File: src/inc/fsp_pkg.sv
// Constants shared by the flash self-programming control block
package fsp_pkg;
  // Register byte addresses on the AXI4-Lite bus
  localparam int unsigned ADDR_W    = 4;
  localparam logic [3:0]  CTL_ADDR  = 4'h0;
  localparam logic [3:0]  STAT_ADDR = 4'h4;
  // Field positions in program_store_control and the status word, and reset values
  localparam int unsigned SE_BIT    = 0;
  localparam int unsigned ERS_BIT   = 1;
  localparam int unsigned WRT_BIT   = 2;
  localparam int unsigned LCK_BIT   = 3;
  localparam int unsigned RRE_BIT   = 4;
  localparam int unsigned SIG_BIT   = 5;
  localparam int unsigned BUSY_BIT  = 6;
  localparam int unsigned PBUSY_BIT = 8;
  localparam logic [5:0]  CTL_RST   = 6'h00;
  localparam logic [5:0]  LOCK_RST  = 6'h3f;
  // Timed-sequence windows, counted in cycles after arming
  localparam logic [2:0]  STORE_WIN = 3'h4;
  localparam logic [2:0]  LOAD_WIN  = 3'h3;
  // Programming times, least values, and the clock period
  localparam int unsigned CLK_NS      = 50;
  localparam int unsigned T_WRITE_NS  = 3700000;
  localparam int unsigned T_ERASE_NS  = 7300000;
  localparam int unsigned WRITE_CYC_D = (T_WRITE_NS + CLK_NS - 1) / CLK_NS;
  localparam int unsigned ERASE_CYC_D = (T_ERASE_NS + CLK_NS - 1) / CLK_NS;
  // Pointer values of the special read windows
  localparam logic [15:0] PTR_B0 = 16'h0000;
  localparam logic [15:0] PTR_B1 = 16'h0001;
  localparam logic [15:0] PTR_B2 = 16'h0002;
  localparam logic [15:0] PTR_B3 = 16'h0003;
  localparam logic [15:0] PTR_B4 = 16'h0004;
  localparam logic [7:0]  RSVD_BYTE = 8'hff;
  localparam logic [1:0]  RESP_OK   = 2'h0;
  localparam logic [1:0]  RESP_ERR  = 2'h2;
  // Programming operation in progress
  typedef enum logic [3:0] {
    OP_IDLE  = 4'b0001,
    OP_ERASE = 4'b0010,
    OP_WRITE = 4'b0100,
    OP_LOCK  = 4'b1000
  } fsp_op_t;
endpackage

File: src/logic/fsp_flash_self_program_control.sv
// Flash self-programming sequencer with AXI4-Lite control registers
//
// Chosen here: the placing of the registers and the AXI4-Lite slave port.
`timescale 1ns/100ps
// Notes on behaviour
// RULE1 - Page erase/write blocks read-while-write region reads
// RULE2 - rww_busy stays set while region is busy
// RULE3 - Software runs only no-read-while-write code meanwhile
// RULE4 - Software moves vectors or disables interrupts
// RULE5 - rww_read_enable store clears rww_busy after programming
// RULE6 - Lock write armed by X0001001, store within four
// RULE7 - Zero bits in operand 5:0 get programmed
// RULE8 - Software loads pointer 0x0001, operand bits 7:6 high
// RULE9 - Lock write leaves whole flash readable
// RULE10 - EEPROM write blocks every flash programming store
// RULE11 - EEPROM write blocks signature, fuse, lock reads
// RULE12 - Software polls eeprom_write_active before arming
// RULE13 - Lock access plus pointer 0x0001 reads lock byte
// RULE14 - Lock access clears on read or timeout
// RULE15 - With bits clear, loads are ordinary reads
// RULE16 - Pointer 0x0000 fuse low, 0x0003 fuse high
// RULE17 - Pointer 0x0002 returns extended fuse bits 2:0
// RULE18 - Programmed reads zero, unprogrammed reads one
// RULE19 - Signature read returns bytes at 0x0000/2/4
// RULE20 - Address 0x0001 calibration byte, others reserved
// RULE21 - Signature access clears on read or three cycles
// RULE22 - System reset does not abort running write
// RULE23 - Operations timed: write 3.7 ms, erase 7.3 ms
// RULE24 - Software polls store_enable, disables interrupts first
// RULE25 - Store during signature window has no effect
// RULE26 - Page-buffer load clears rww_busy
module fsp_flash_self_program_control
  import fsp_pkg::*;
#(
  parameter int unsigned WRITE_CYC = WRITE_CYC_D,
  parameter int unsigned ERASE_CYC = ERASE_CYC_D,
  parameter int unsigned CNT_W     = 18,
  parameter logic [7:0]  FUSE_LOW  = 8'h62, // arbitrary value
  parameter logic [7:0]  FUSE_HIGH = 8'h99, // arbitrary value
  parameter logic [7:0]  FUSE_EXT  = 8'hff, // arbitrary value
  parameter logic [7:0]  SIG_B0    = 8'h11, // arbitrary value
  parameter logic [7:0]  SIG_B1    = 8'h22, // arbitrary value
  parameter logic [7:0]  SIG_B2    = 8'h33, // arbitrary value
  parameter logic [7:0]  CAL_BYTE  = 8'h80  // arbitrary value
) (
  input  wire logic              clk,
  input  wire logic              rst,
  input  wire logic              por_rst,
  input  wire logic [ADDR_W-1:0] s_axi_awaddr,
  input  wire logic              s_axi_awvalid,
  output logic                   s_axi_awready,
  input  wire logic [31:0]       s_axi_wdata,
  input  wire logic [3:0]        s_axi_wstrb,
  input  wire logic              s_axi_wvalid,
  output logic                   s_axi_wready,
  output logic [1:0]             s_axi_bresp,
  output logic                   s_axi_bvalid,
  input  wire logic              s_axi_bready,
  input  wire logic [ADDR_W-1:0] s_axi_araddr,
  input  wire logic              s_axi_arvalid,
  output logic                   s_axi_arready,
  output logic [31:0]            s_axi_rdata,
  output logic [1:0]             s_axi_rresp,
  output logic                   s_axi_rvalid,
  input  wire logic              s_axi_rready,
  input  wire logic              store_instr,
  input  wire logic              load_instr,
  input  wire logic [15:0]       address_pointer,
  input  wire logic [7:0]        operand_low,
  input  wire logic              eeprom_write_active,
  output logic                   rww_busy,
  output logic [5:0]             lock_bits,
  output logic [7:0]             load_data,
  output logic                   load_valid,
  output logic                   load_plain,
  output logic                   load_refused
);

  logic [5:0]        ctl_q;
  logic [2:0]        win_q;
  fsp_op_t           op_q;
  logic [CNT_W-1:0]  tmr_q;
  logic [7:0]        oplat_q;
  logic [5:0]        lock_q;
  logic              rww_busy_q;
  logic              aw_have_q;
  logic              w_have_q;
  logic [ADDR_W-1:0] aw_addr_q;
  logic [7:0]        w_data_q;
  logic              w_strb_q;
  logic [7:0]        spec_byte;
  logic              armed, wr_ctl, arm_ok, op_done, st_ok;
  logic              st_erase, st_write, st_lock, st_rwwen, st_load;
  logic              ld_spec, expire;

  //////////////////////////////////////////////////////////////////////////
  // Sequence decode

  // Special commands only while no timed operation runs
  assign armed    = ctl_q[SE_BIT] && (op_q == OP_IDLE);
  assign op_done  = (op_q != OP_IDLE) && (tmr_q == '0);
  assign wr_ctl   = aw_have_q && w_have_q && !s_axi_bvalid &&
                    (aw_addr_q == CTL_ADDR) && w_strb_q;
  assign arm_ok   = wr_ctl && !ctl_q[SE_BIT] && !eeprom_write_active;
  // Store taken inside four cycles, never while EEPROM writes
  assign st_ok    = store_instr && armed && (win_q < STORE_WIN) &&
                    !eeprom_write_active && !ctl_q[SIG_BIT]; // RULE10 RULE25
  assign st_erase = st_ok && ctl_q[ERS_BIT];
  assign st_write = st_ok && ctl_q[WRT_BIT] && !ctl_q[ERS_BIT];
  assign st_lock  = st_ok && ctl_q[LCK_BIT] &&
                    !ctl_q[ERS_BIT] && !ctl_q[WRT_BIT]; // RULE6
  assign st_rwwen = st_ok && ctl_q[RRE_BIT] && !ctl_q[LCK_BIT] &&
                    !ctl_q[ERS_BIT] && !ctl_q[WRT_BIT];
  assign st_load  = st_ok && !ctl_q[RRE_BIT] && !ctl_q[LCK_BIT] &&
                    !ctl_q[ERS_BIT] && !ctl_q[WRT_BIT];
  // Special load inside three cycles
  assign ld_spec  = load_instr && armed && (win_q < LOAD_WIN) &&
                    (ctl_q[LCK_BIT] || ctl_q[SIG_BIT]); // RULE13 RULE19
  // Signature window ends after three cycles, others after four
  assign expire   = armed && (ctl_q[SIG_BIT] ? (win_q == LOAD_WIN)
                                              : (win_q == STORE_WIN));

  // Byte returned by a lock/fuse or signature read
  always_comb begin
    spec_byte = RSVD_BYTE;
    if (ctl_q[SIG_BIT]) begin
      case (address_pointer)
        PTR_B0:  spec_byte = SIG_B0; // RULE19
        PTR_B2:  spec_byte = SIG_B1; // RULE19
        PTR_B4:  spec_byte = SIG_B2; // RULE19
        PTR_B1:  spec_byte = CAL_BYTE; // RULE20
        default: spec_byte = RSVD_BYTE; // RULE20
      endcase
    end else begin
      case (address_pointer)
        PTR_B0:  spec_byte = FUSE_LOW; // RULE16
        PTR_B1:  spec_byte = {2'b11, lock_q}; // RULE13 RULE18
        PTR_B2:  spec_byte = {5'h1f, FUSE_EXT[2:0]}; // RULE17
        PTR_B3:  spec_byte = FUSE_HIGH; // RULE16
        default: spec_byte = RSVD_BYTE;
      endcase
    end
  end

  //////////////////////////////////////////////////////////////////////////
  // Control bits and timed window

  // System reset keeps store_enable up while a write still runs
  always_ff @(posedge clk) begin
    if (por_rst) begin
      ctl_q <= CTL_RST;
    end else if (op_done) begin
      ctl_q <= CTL_RST;
    end else if (rst) begin
      if (op_q == OP_IDLE) begin
        ctl_q <= CTL_RST; // RULE22
      end
    end else if (arm_ok) begin
      ctl_q <= w_data_q[5:0];
    end else if (st_rwwen || st_load || ld_spec || expire) begin
      ctl_q <= CTL_RST; // RULE14 RULE21
    end
  end

  // Cycles since arming, saturating
  always_ff @(posedge clk) begin
    if (rst || por_rst) begin
      win_q <= 3'h7;
    end else if (arm_ok) begin
      win_q <= 3'h0;
    end else if (win_q != 3'h7) begin
      win_q <= win_q + 3'h1;
    end
  end

  //////////////////////////////////////////////////////////////////////////
  // Timed programming; only power-on reset stops it

  // The cycle count stands in for the calibrated RC oscillator timing
  always_ff @(posedge clk) begin
    if (por_rst) begin
      op_q       <= OP_IDLE;
      tmr_q      <= '0;
      oplat_q    <= 8'h00;
      lock_q     <= LOCK_RST;
      rww_busy_q <= 1'b0;
    end else if (op_q != OP_IDLE) begin
      if (tmr_q == '0) begin
        op_q <= OP_IDLE; // RULE22
        if (op_q == OP_LOCK) begin
          lock_q <= lock_q & oplat_q[5:0]; // RULE7 RULE18
        end
      end else begin
        tmr_q <= tmr_q - 1'b1;
      end
    end else if (st_erase) begin
      op_q       <= OP_ERASE;
      tmr_q      <= CNT_W'(ERASE_CYC - 1); // RULE23
      rww_busy_q <= 1'b1; // RULE1 RULE2
    end else if (st_write) begin
      op_q       <= OP_WRITE;
      tmr_q      <= CNT_W'(WRITE_CYC - 1); // RULE23
      rww_busy_q <= 1'b1; // RULE1 RULE2
    end else if (st_lock) begin
      // Lock write leaves the busy flag alone: flash stays readable
      op_q    <= OP_LOCK; // RULE9
      tmr_q   <= CNT_W'(WRITE_CYC - 1); // RULE23
      oplat_q <= operand_low;
    end else if (st_rwwen || st_load) begin
      rww_busy_q <= 1'b0; // RULE5 RULE26
    end
  end

  //////////////////////////////////////////////////////////////////////////
  // Load instruction answers

  // One-cycle pulses; an EEPROM write refuses special reads
  always_ff @(posedge clk) begin
    if (rst || por_rst) begin
      load_data    <= 8'h00;
      load_valid   <= 1'b0;
      load_plain   <= 1'b0;
      load_refused <= 1'b0;
    end else begin
      load_valid   <= 1'b0;
      load_plain   <= 1'b0;
      load_refused <= 1'b0;
      if (ld_spec && eeprom_write_active) begin
        load_refused <= 1'b1; // RULE11
      end else if (ld_spec) begin
        load_valid <= 1'b1;
        load_data  <= spec_byte;
      end else if (load_instr) begin
        load_plain <= 1'b1; // RULE15
      end
    end
  end

  assign rww_busy  = rww_busy_q;
  assign lock_bits = lock_q;

  //////////////////////////////////////////////////////////////////////////
  // AXI4-Lite write channels, address and data in either order

  always_ff @(posedge clk) begin
    if (rst || por_rst) begin
      aw_have_q     <= 1'b0;
      w_have_q      <= 1'b0;
      aw_addr_q     <= '0;
      w_data_q      <= 8'h00;
      w_strb_q      <= 1'b0;
      s_axi_awready <= 1'b1;
      s_axi_wready  <= 1'b1;
      s_axi_bvalid  <= 1'b0;
      s_axi_bresp   <= RESP_OK;
    end else begin
      if (s_axi_awvalid && s_axi_awready) begin
        aw_have_q     <= 1'b1;
        aw_addr_q     <= s_axi_awaddr;
        s_axi_awready <= 1'b0;
      end
      if (s_axi_wvalid && s_axi_wready) begin
        w_have_q     <= 1'b1;
        w_data_q     <= s_axi_wdata[7:0];
        w_strb_q     <= s_axi_wstrb[0];
        s_axi_wready <= 1'b0;
      end
      // Status is read-only; unmapped writes get SLVERR
      if (aw_have_q && w_have_q && !s_axi_bvalid) begin
        s_axi_bvalid <= 1'b1;
        s_axi_bresp  <= (aw_addr_q == CTL_ADDR || aw_addr_q == STAT_ADDR)
                        ? RESP_OK : RESP_ERR;
      end
      if (s_axi_bvalid && s_axi_bready) begin
        s_axi_bvalid  <= 1'b0;
        aw_have_q     <= 1'b0;
        w_have_q      <= 1'b0;
        s_axi_awready <= 1'b1;
        s_axi_wready  <= 1'b1;
      end
    end
  end

  // Read channel: answer one cycle after the address is taken
  always_ff @(posedge clk) begin
    if (rst || por_rst) begin
      s_axi_arready <= 1'b1;
      s_axi_rvalid  <= 1'b0;
      s_axi_rdata   <= 32'h0000_0000;
      s_axi_rresp   <= RESP_OK;
    end else if (s_axi_arvalid && s_axi_arready) begin
      s_axi_arready <= 1'b0;
      s_axi_rvalid  <= 1'b1;
      s_axi_rresp   <= RESP_OK;
      s_axi_rdata   <= 32'h0000_0000;
      case (s_axi_araddr)
        CTL_ADDR:  s_axi_rdata[BUSY_BIT:0] <= {rww_busy_q, ctl_q}; // RULE2
        STAT_ADDR: s_axi_rdata[PBUSY_BIT:0] <=
                     {(op_q != OP_IDLE), 2'b11, lock_q};
        default:   s_axi_rresp <= RESP_ERR;
      endcase
    end else if (s_axi_rvalid && s_axi_rready) begin
      s_axi_rvalid  <= 1'b0;
      s_axi_arready <= 1'b1;
    end
  end
endmodule // fsp_flash_self_program_control

File: config.mk
export PLATFORM = sky130hd
export DESIGN_NAME = fsp_flash_self_program_control
export DESIGN_NICKNAME = d
export VERILOG_FILES = /design/src/inc/fsp_pkg.sv /design/src/logic/fsp_flash_self_program_control.sv
export SDC_FILE = /design/constraint.sdc
export NUM_CORES = 1
export LEC_CHECK = 0
export BUFFER_PORTS_ARGS = -buffer_cell sky130_fd_sc_hd__buf_2
export CAP_MARGIN = 0
export CORE_UTILIZATION = 45
export DETAILED_ROUTE_END_ITERATION = 8
export PLACE_DENSITY = 0.8
export SKIP_CTS_REPAIR_TIMING = 1
export SKIP_LAST_GASP = 1
export SLEW_MARGIN = 0
export SYNTH_ARGS = -nofsm -noshare
export SYNTH_HDL_FRONTEND = slang
export SYNTH_SLANG_ARGS = --single-unit
File: constraint.sdc
create_clock -name clk -period 4.6 [get_ports clk]
set_clock_uncertainty 0.1 [all_clocks]
set_input_delay 0.92 -clock clk [delete_from_list [all_inputs] [get_ports clk]]
set_output_delay 0.92 -clock clk [all_outputs]
set_load 0.01 [all_outputs]
==> results of run 1 <==
metal layers:
layer | routed length, um | global-route usage | vias up
met1 | 3960 | 0.249 | 1713
li1 | - | - | 1784
met5 | 0 | 0 | -
met3 | 529 | 0.0490 | 13
met4 | 123 | 0.0784 | 0
met2 | 4390 | 0.334 | 144
cell usage in the layout (no fill, tap or decap), drive strengths merged, types with 3 or more instances in the layout:
cell,Yosys,layout
nor2b,5,5
xor2,4,4
mux2,3,3
bufinv,0,3
conb,1,25
nand2,40,40
clkbuf,19,11
a211oi,6,6
nand2b,13,13
a22oi,10,10
or3,6,6
o221a,6,6
nor3,15,15
inv,15,16
a31oi,10,10
nor4b,3,3
buf,29,83
nor4,9,9
and3,4,4
ha,5,5
or4,7,7
nand3,21,21
mux2i,8,8
nor2,40,40
a21oi,45,45
o21ai,31,31
dfxtp,84,84
critical path, stage by stage, from the launching register on:
cell and delay (ns):
dfxtp_1 0.34, or4b_4 0.67, a2111o_1 0.46, nor2_1 0.61, o21ai_0 0.39, o221a_2 0.34
cells by family after synthesis:
kind of cell               after synthesis  synth area share
buffers and inverters                   63            0.0856
DFF                                     84             0.425
AOI/OAI and AO/OA                      127             0.199
muxes                                   11            0.0288
xor gates and xnor gates                 6            0.0133
other                                    1          0.000947
adders and majority gates                5            0.0158
and+or+nand+nor                        175             0.232
flip-flops by register name, indices dropped and copies added (netlist names), 3 cells and up:
signal       flops
op_q             4
oplat_q          6
w_data_q         6
aw_addr_q        4
win_q            3
tmr_q           18
ctl_q            6
lock_bits        6
load_data        8
s_axi_rdata      9
cell type report:
cell class / count / area (um^2) / share of cell area
clock buffer: 11 / 141 / 0.0310
clock inverter: 5 / 108 / 0.0236
inverter: 15 / 56.3 / 0.0123
multi-input combinational: 349 / 2030 / 0.444
sequential: 84 / 1680 / 0.368
tap: 105 / 131 / 0.0288
timing repair buffer: 83 / 420 / 0.0921
report_power, final:
part | switching [W] | internal [W] | leakage [nW]
combinational | 0.0000523 | 0.0000334 | 1.14
sequential | 0.00000621 | 0.000734 | 0.679
clock | 0.000263 | 0.000379 | 0.124
final timing paths:
kind / end / slack (ns) / startpoint
setup reg to reg: load_data[7]$_SDFFE_PP0P_ / 1.57 / op_q[3]$_SDFFE_PP0P_
hold / removal: w_strb_q$_SDFFE_PP0P_ / 0.36 / w_strb_q$_SDFFE_PP0P_
hold reg to reg: w_strb_q$_SDFFE_PP0P_ / 0.36 / w_strb_q$_SDFFE_PP0P_
setup / recovery: load_data[7]$_SDFFE_PP0P_ / 1.57 / op_q[3]$_SDFFE_PP0P_
stage by stage:
step                instances  power, W
floorplan                 496  0.000825
global placement          636  0.000840
detailed placement        636  0.000842
CTS                       652   0.00148
global route              652   0.00153
finish                    652   0.00147
==> results.md, run 1 <==
- The flow ran to the end, and the final reports show no timing, DRC or antenna violations.
- Along the worst path, the maximum fanout reaches 16.
- The tightest min-delay check is of the reg2reg type.
- After detailed placement, the total cell area comes to 0.00432 mm^2.
- In the final design database the tool counted 626 nets.
- Summed over all failing endpoints, the final setup total negative slack is 0 ns.
- Counting flops with an async set or reset pin after synthesis yields a share of 0.
- After filler insertion, the fill cell instance count of the layout stands at 791.
- During synthesis, Yosys emitted a total of 0 warnings.
- In this run the standard cell core region covers 0.00838 mm^2.
- The worst-case clock buffer depth is 2.
- Of the cells placed in the final design, the portion with a size suffix greater than 1 is 0.214.
- The synthesized area is 0.00396 mm^2.
- The clock edge transition at the registers on the reported setup and hold paths is 0.08 ns.
- Across all hold checks on the routed design, the worst slack comes to 0.356 ns.
- The worst setup path is captured at a flip-flop.
- The number of enable-type register cells in the synthesized netlist is 0.
- Using the TritonRoute via totals, the vias-per-cell ratio works out to 5.60.
- The congestion estimate from routability-driven global placement came to 0.833.
- The final critical-path setup slack is 1.57 ns.
- Global routing finished with a remaining overflow of 0.
- The number of routed nets with antenna violations is 0.
- The share of the clock period used by the worst path after layout is 0.660.
- Setup violations remaining at the end of the flow were counted as 0.
- The average footprint of a synthesized cell is 8.39 um^2.
- The final route contains 3,654 vias.
- At the worst endpoint, the arrival time is 3.19 ns.
- The die is 95.8 um tall.
- The initial antenna violation count is 0.
- The worst slew margin relative to its limit is 0.249.
- The area share of the leading cell type in the synthesized netlist is 0.425.
- The master cell of the clock root buffer is clkbuf_8.
- By area the synthesized netlist is led by dfxtp_1 (42%), a21oi_1 (5.7%), buf_4 (4.7%).
- In the final routed layout, each cell accounts on average for 13.8 um.
- The clock network latency to the later pin of the worst-skew pair is 0.36 ns.
- The number of placed I/O pins is 138.
- The peak supply drop is 0.186 mV.
- The total power per unit cell area is 321 mW/mm^2.
- The count of different cell masters after synthesis is 56.
- The commonest cells after synthesis are dfxtp_1 (84), a21oi_1 (45), nand2_1 (40), nor2_1 (40), o21ai_0 (31).
- The number of pins with negative max-slew slack in the final report was 0.
- The overall die width is 95.8 um.
- For this run, the detailed router's first-pass iteration total came to 6.
- STA classifies the critical path startpoint as a flip-flop.
- The floorplan has 33 rows.
- After synthesis the netlist holds a flip-flop and latch count of 84.
- The area of the die is 0.00918 mm^2.
- The share of the yosys chip area belonging to registers is 0.425.
- The H-tree generated during clock tree synthesis spans 3 levels.
- Once detailed placement completed, the half-perimeter wirelength came to 6610 um.
- In the routed design, unresolved DRC markers number 0.
- At the end of the flow the core is filled with cells to 0.545.
- The critical path in this run is classified as reg2reg.
- The DRC marker count from the first detailed-route iteration is 189.
- The number of diodes is 0.
- The tool flagged a number of max-cap violations equal to 0.
- The cell with the most instances after synthesis is dfxtp_1.
- The area growth from synthesis to layout is 15.4%.
- The clock period minus worst slack is 3.03 ns.
- The clock drives 84 sinks.
- TritonCTS created 9 clock buffers.
- The count of port buffers added during placement is 81.
- The largest net degree at the start of global routing is 36.
- The cell type with the largest total area after synthesis is dfxtp_1.
- The synthesized instance count is 472.
- The final wirelength is 9010 um.
- The commonest register cell after synthesis is dfxtp_1.
- The post-place setup slack is 1.54 ns.
- The cell area after layout is 0.00457 mm^2.
- The count of cells along the worst hold path is 2.
- The number of hold violations in the final report came to 0.
- The slew at the pin closest to its max-slew limit is 1.12 ns.
- Timing would allow up to 0.330 GHz.
- The standby leakage power is 1.94 nW.
- Across every metal layer, demand over resource in global routing totals 0.200.
- Setup repair after global routing left no endpoint under its margin.
- The worst path required time is 4.76 ns.
- The logic depth of the worst register-to-register path is 5.
- The starting density of the core is 0.472.
- The global-route wire length before repair is 14,400 um.
- The via count of the first global-routing pass came to 3,240.
- TritonCTS built the clock tree.
Power figures use the tool's default switching activity.
==> run 2, diff against run 1 <==
Settings changed: PLACE_DENSITY 0.8 to 0.83.
Clock period 4.6 ns to 2.7 ns, I/O delays scaled along.
==> run 2 against run 1 <==
- via count grew 3.1%
- highest routed layer unchanged
- fmax rose by 19%
- hold slack worse by 0.032 ns
- final cell count rose by 1.4%
==> results.md, run 2 (synthesis results as in run 1) <==
- The max capacitance violation total was 0 (unchanged).
- The global-route congestion overflow total was 0 (unchanged).
- The HPWL after detailed placement is 6950 um (was 6610 um).
- The overall die width came to 95.8 um (unchanged).
- The beginning of the worst register-to-register path is op_q[3]$_SDFFE_PP0P_ (unchanged).
- The slew at the pin closest to its max-slew limit is 0.747 ns (was 1.12 ns).
- The post-layout net count is 636 (was 626).
- The switching fraction of total power was 0.224 (was 0.219).
- The initial antenna violation count is 0 (unchanged).
- The overall global routing resource usage is 0.215 (was 0.200).
- The CTS sink count is 84 (unchanged).
- The wire length the detailed router placed on met1 is 4150 um (was 3960 um).
- The final instance count without filler cells is 661 (was 652).
- The share of the clock period used by the worst path after layout is 0.943 (was 0.660).
- The area of the die is 0.00918 mm^2 (unchanged).
- The flip-flop count of the largest register after layout is 18 (unchanged).
- The summed negative setup slack over all endpoints is 0 ns (unchanged).
- The number of placed I/O pins is 138 (unchanged).
- The combinational share of power is 0.061 (was 0.058).
- The worst hold endpoint is load_plain$_SDFF_PP0_ (was w_strb_q$_SDFFE_PP0P_).
- The clock edge transition at the registers on the reported setup and hold paths is 0.09 ns (was 0.08 ns).
- The number of pins with negative max-slew slack in the final report was 0 (unchanged).
- The total power per unit cell area is 535 mW/mm^2 (was 321 mW/mm^2).
- The count of placed standard cells including taps is 646 (was 636).
- The number of cell rows was 33 (unchanged).
- The largest register by flop count was tmr_q (unchanged).
- The maximum level of the CTS H-tree came to 3 (unchanged).
- The number of buffers added by the clock tree synthesis step is 9 (unchanged).
- The type of the worst setup path is reg2reg (unchanged).
- The area overhead of the layout relative to synthesis is 16.9% (was 15.4%).
- The worst path required time is 2.85 ns (was 4.76 ns).
- The DRC marker count from the first detailed-route iteration is 223 (was 189).
- The count of cells along the worst hold path is 2 (unchanged).
- The peak supply drop is 0.301 mV (was 0.186 mV).
- The starting density of the core is 0.472 (unchanged).
- The core outline area is 0.00838 mm^2 (unchanged).
- The endpoint type of the worst setup path is a flip-flop (unchanged).
- The global placement routability congestion is 0.884 (was 0.833).
- The y dimension of the die was 95.8 um (unchanged).
- The placed standard-cell area was 0.00439 mm^2 (was 0.00432 mm^2).
- The total power after layout came to 0.00248 W (was 0.00147 W).
- Leading registers by flop count: tmr_q (18), s_axi_rdata (9), load_data (8) (unchanged).
- The largest net degree at the start of global routing is 33 (was 36).
- The switching power of the nets came to 0.000554 W (was 0.000322 W).
- The sequential group share of total power is 0.509 (was 0.504).
- The final wirelength is 9620 um (was 9010 um).
- The fraction of final layout cells with drive strength greater than 1 is 0.228 (was 0.214).
- The clock network latency to the later pin of the worst-skew pair is 0.36 ns (about the same).
- The internal power is 0.00192 W (was 0.00115 W).
- The final routed DRC violation total is 0 (unchanged).
- The maximum clock rate came to 0.393 GHz (was 0.330 GHz).
- The standby leakage power is 1.99 nW (was 1.94 nW).
- The via-per-instance ratio is 5.70 (was 5.60).
- The part of the power in the clock network is 0.429 (was 0.437).
- The number of routed nets with antenna violations was 0 (unchanged).
- The clock period minus worst slack is 2.55 ns (was 3.03 ns).
- The class of the worst hold path is in2reg (was reg2reg).
- The capturing point of the worst reg2reg path is load_data[2]$_SDFFE_PP0P_ (was load_data[7]$_SDFFE_PP0P_).
- The logic depth of the worst register-to-register path came to 6 (was 5).
- Top library cells by usage in the layout, fill and taps aside: dfxtp_1 (84), buf_2 (81), a21oi_1 (45) (unchanged).
- The top metal layer carrying routed signals was met4 (unchanged).
- The CTS tree is built (unchanged).
- The detailed route wirelength on metal2 is 4540 um (was 4390 um).
- The arrival time at the worst endpoint came to 2.70 ns (was 3.19 ns).
- The worst slew margin relative to its limit came to 0.497 (was 0.249).
- Run status: completed (unchanged).
- The most common library cell in the layout ignoring fill and taps is dfxtp_1 (unchanged).
- The via count of the first global-routing pass is 3,341 (was 3,240).
- RSZ-0062 raised after global routing: no (unchanged).
- The global-route wire length before repair is 15,400 um (was 14,400 um).
- The startpoint of the tightest hold check path is load_instr (was w_strb_q$_SDFFE_PP0P_).
- The number of diodes was 0 (unchanged).
- The wire length per cell after detailed routing is 14.6 um (was 13.8 um).
- The count of port buffers added during placement is 81 (unchanged).
- The register-to-register setup slack is 0.15 ns (was 1.57 ns).
- The type of origin of the critical path is a flip-flop (unchanged).
- The worst-case clock buffer depth was 2 (unchanged).
- The total vias in the final route came to 3,769 (was 3,654).
- The cell area after layout is 0.00463 mm^2 (was 0.00457 mm^2).
- The met3 layer wire length in the routed design is 753 um (was 529 um).
- The biggest fanout along the worst timing path is 16 (unchanged).
- The master cell of the clock root buffer is clkbuf_8 (unchanged).
- The number of setup violations in the final report came to 0 (unchanged).
- The count of TritonRoute iterations in the first routing pass came to 5 (was 6).
- The number of hold violations in the final report is 0 (unchanged).
run 2: worst max path at each step:
stage,to,startpoint,slack [ns],cells past startpoint
6_report,load_data[2]$_SDFFE_PP0P_,op_q[3]$_SDFFE_PP0P_,0.15,6
5_1_grt,load_data[0]$_SDFFE_PP0P_,op_q[3]$_SDFFE_PP0P_,0.03,6
4_1_cts,load_data[0]$_SDFFE_PP0P_,op_q[3]$_SDFFE_PP0P_,0.16,6
3_5_place_dp,load_data[2]$_SDFFE_PP0P_,address_pointer[15],0.11,6
3_3_place_gp,load_data[1]$_SDFFE_PP0P_,address_pointer[15],0.14,6
2_1_floorplan,load_data[1]$_SDFFE_PP0P_,address_pointer[15],0.37,5
run 2: critical path, stage by stage, from the launching register on:
cell	delay [ns]
dfxtp_1	0.34
or4b_4	0.68
a2111o_1	0.47
nor2_1	0.13
buf_4	0.20
o21ai_0	0.20
o221a_2	0.31
run 2: final cells by class:
cell class / count / area [um^2]
timing repair buffer: 93 / 495
inverter: 15 / 56.3
sequential: 84 / 1680
tap: 105 / 131
multi-input combinational: 349 / 2030
fill: 750 / 3750
clock buffer: 9 / 124
clock inverter: 6 / 113
run 2: through the flow:
| stage | hold WS, ns | utilization | setup slack (ns) |
|---|---|---|---|
| global placement | 0.338 | 0.524 | 0.142 |
| CTS | 0.314 | 0.552 | 0.155 |
| global route | 0.319 | 0.552 | 0.0250 |
| detailed placement | 0.346 | 0.524 | 0.106 |
| floorplan | 0.331 | - | 0.370 |
| finish | 0.324 | 0.552 | 0.153 |
run 2: power groups by stage:
| stage | logic [W] | registers (W) | clock network (W) |
|---|---|---|---|
| global route | 0.000169 | 0.00126 | 0.00112 |
| floorplan | 0.000116 | 0.00129 | 0 |
| global placement | 0.000145 | 0.00129 | 0 |
| finish | 0.000152 | 0.00126 | 0.00106 |
| detailed placement | 0.000149 | 0.00129 | 0 |
| CTS | 0.000150 | 0.00126 | 0.00108 |
run 2: per-layer routing:
layer	up-vias	global-route usage
li1	1811	-
met1	1761	0.262
met2	180	0.356
met3	17	0.0490
met4	0	0.106
met5	-	0
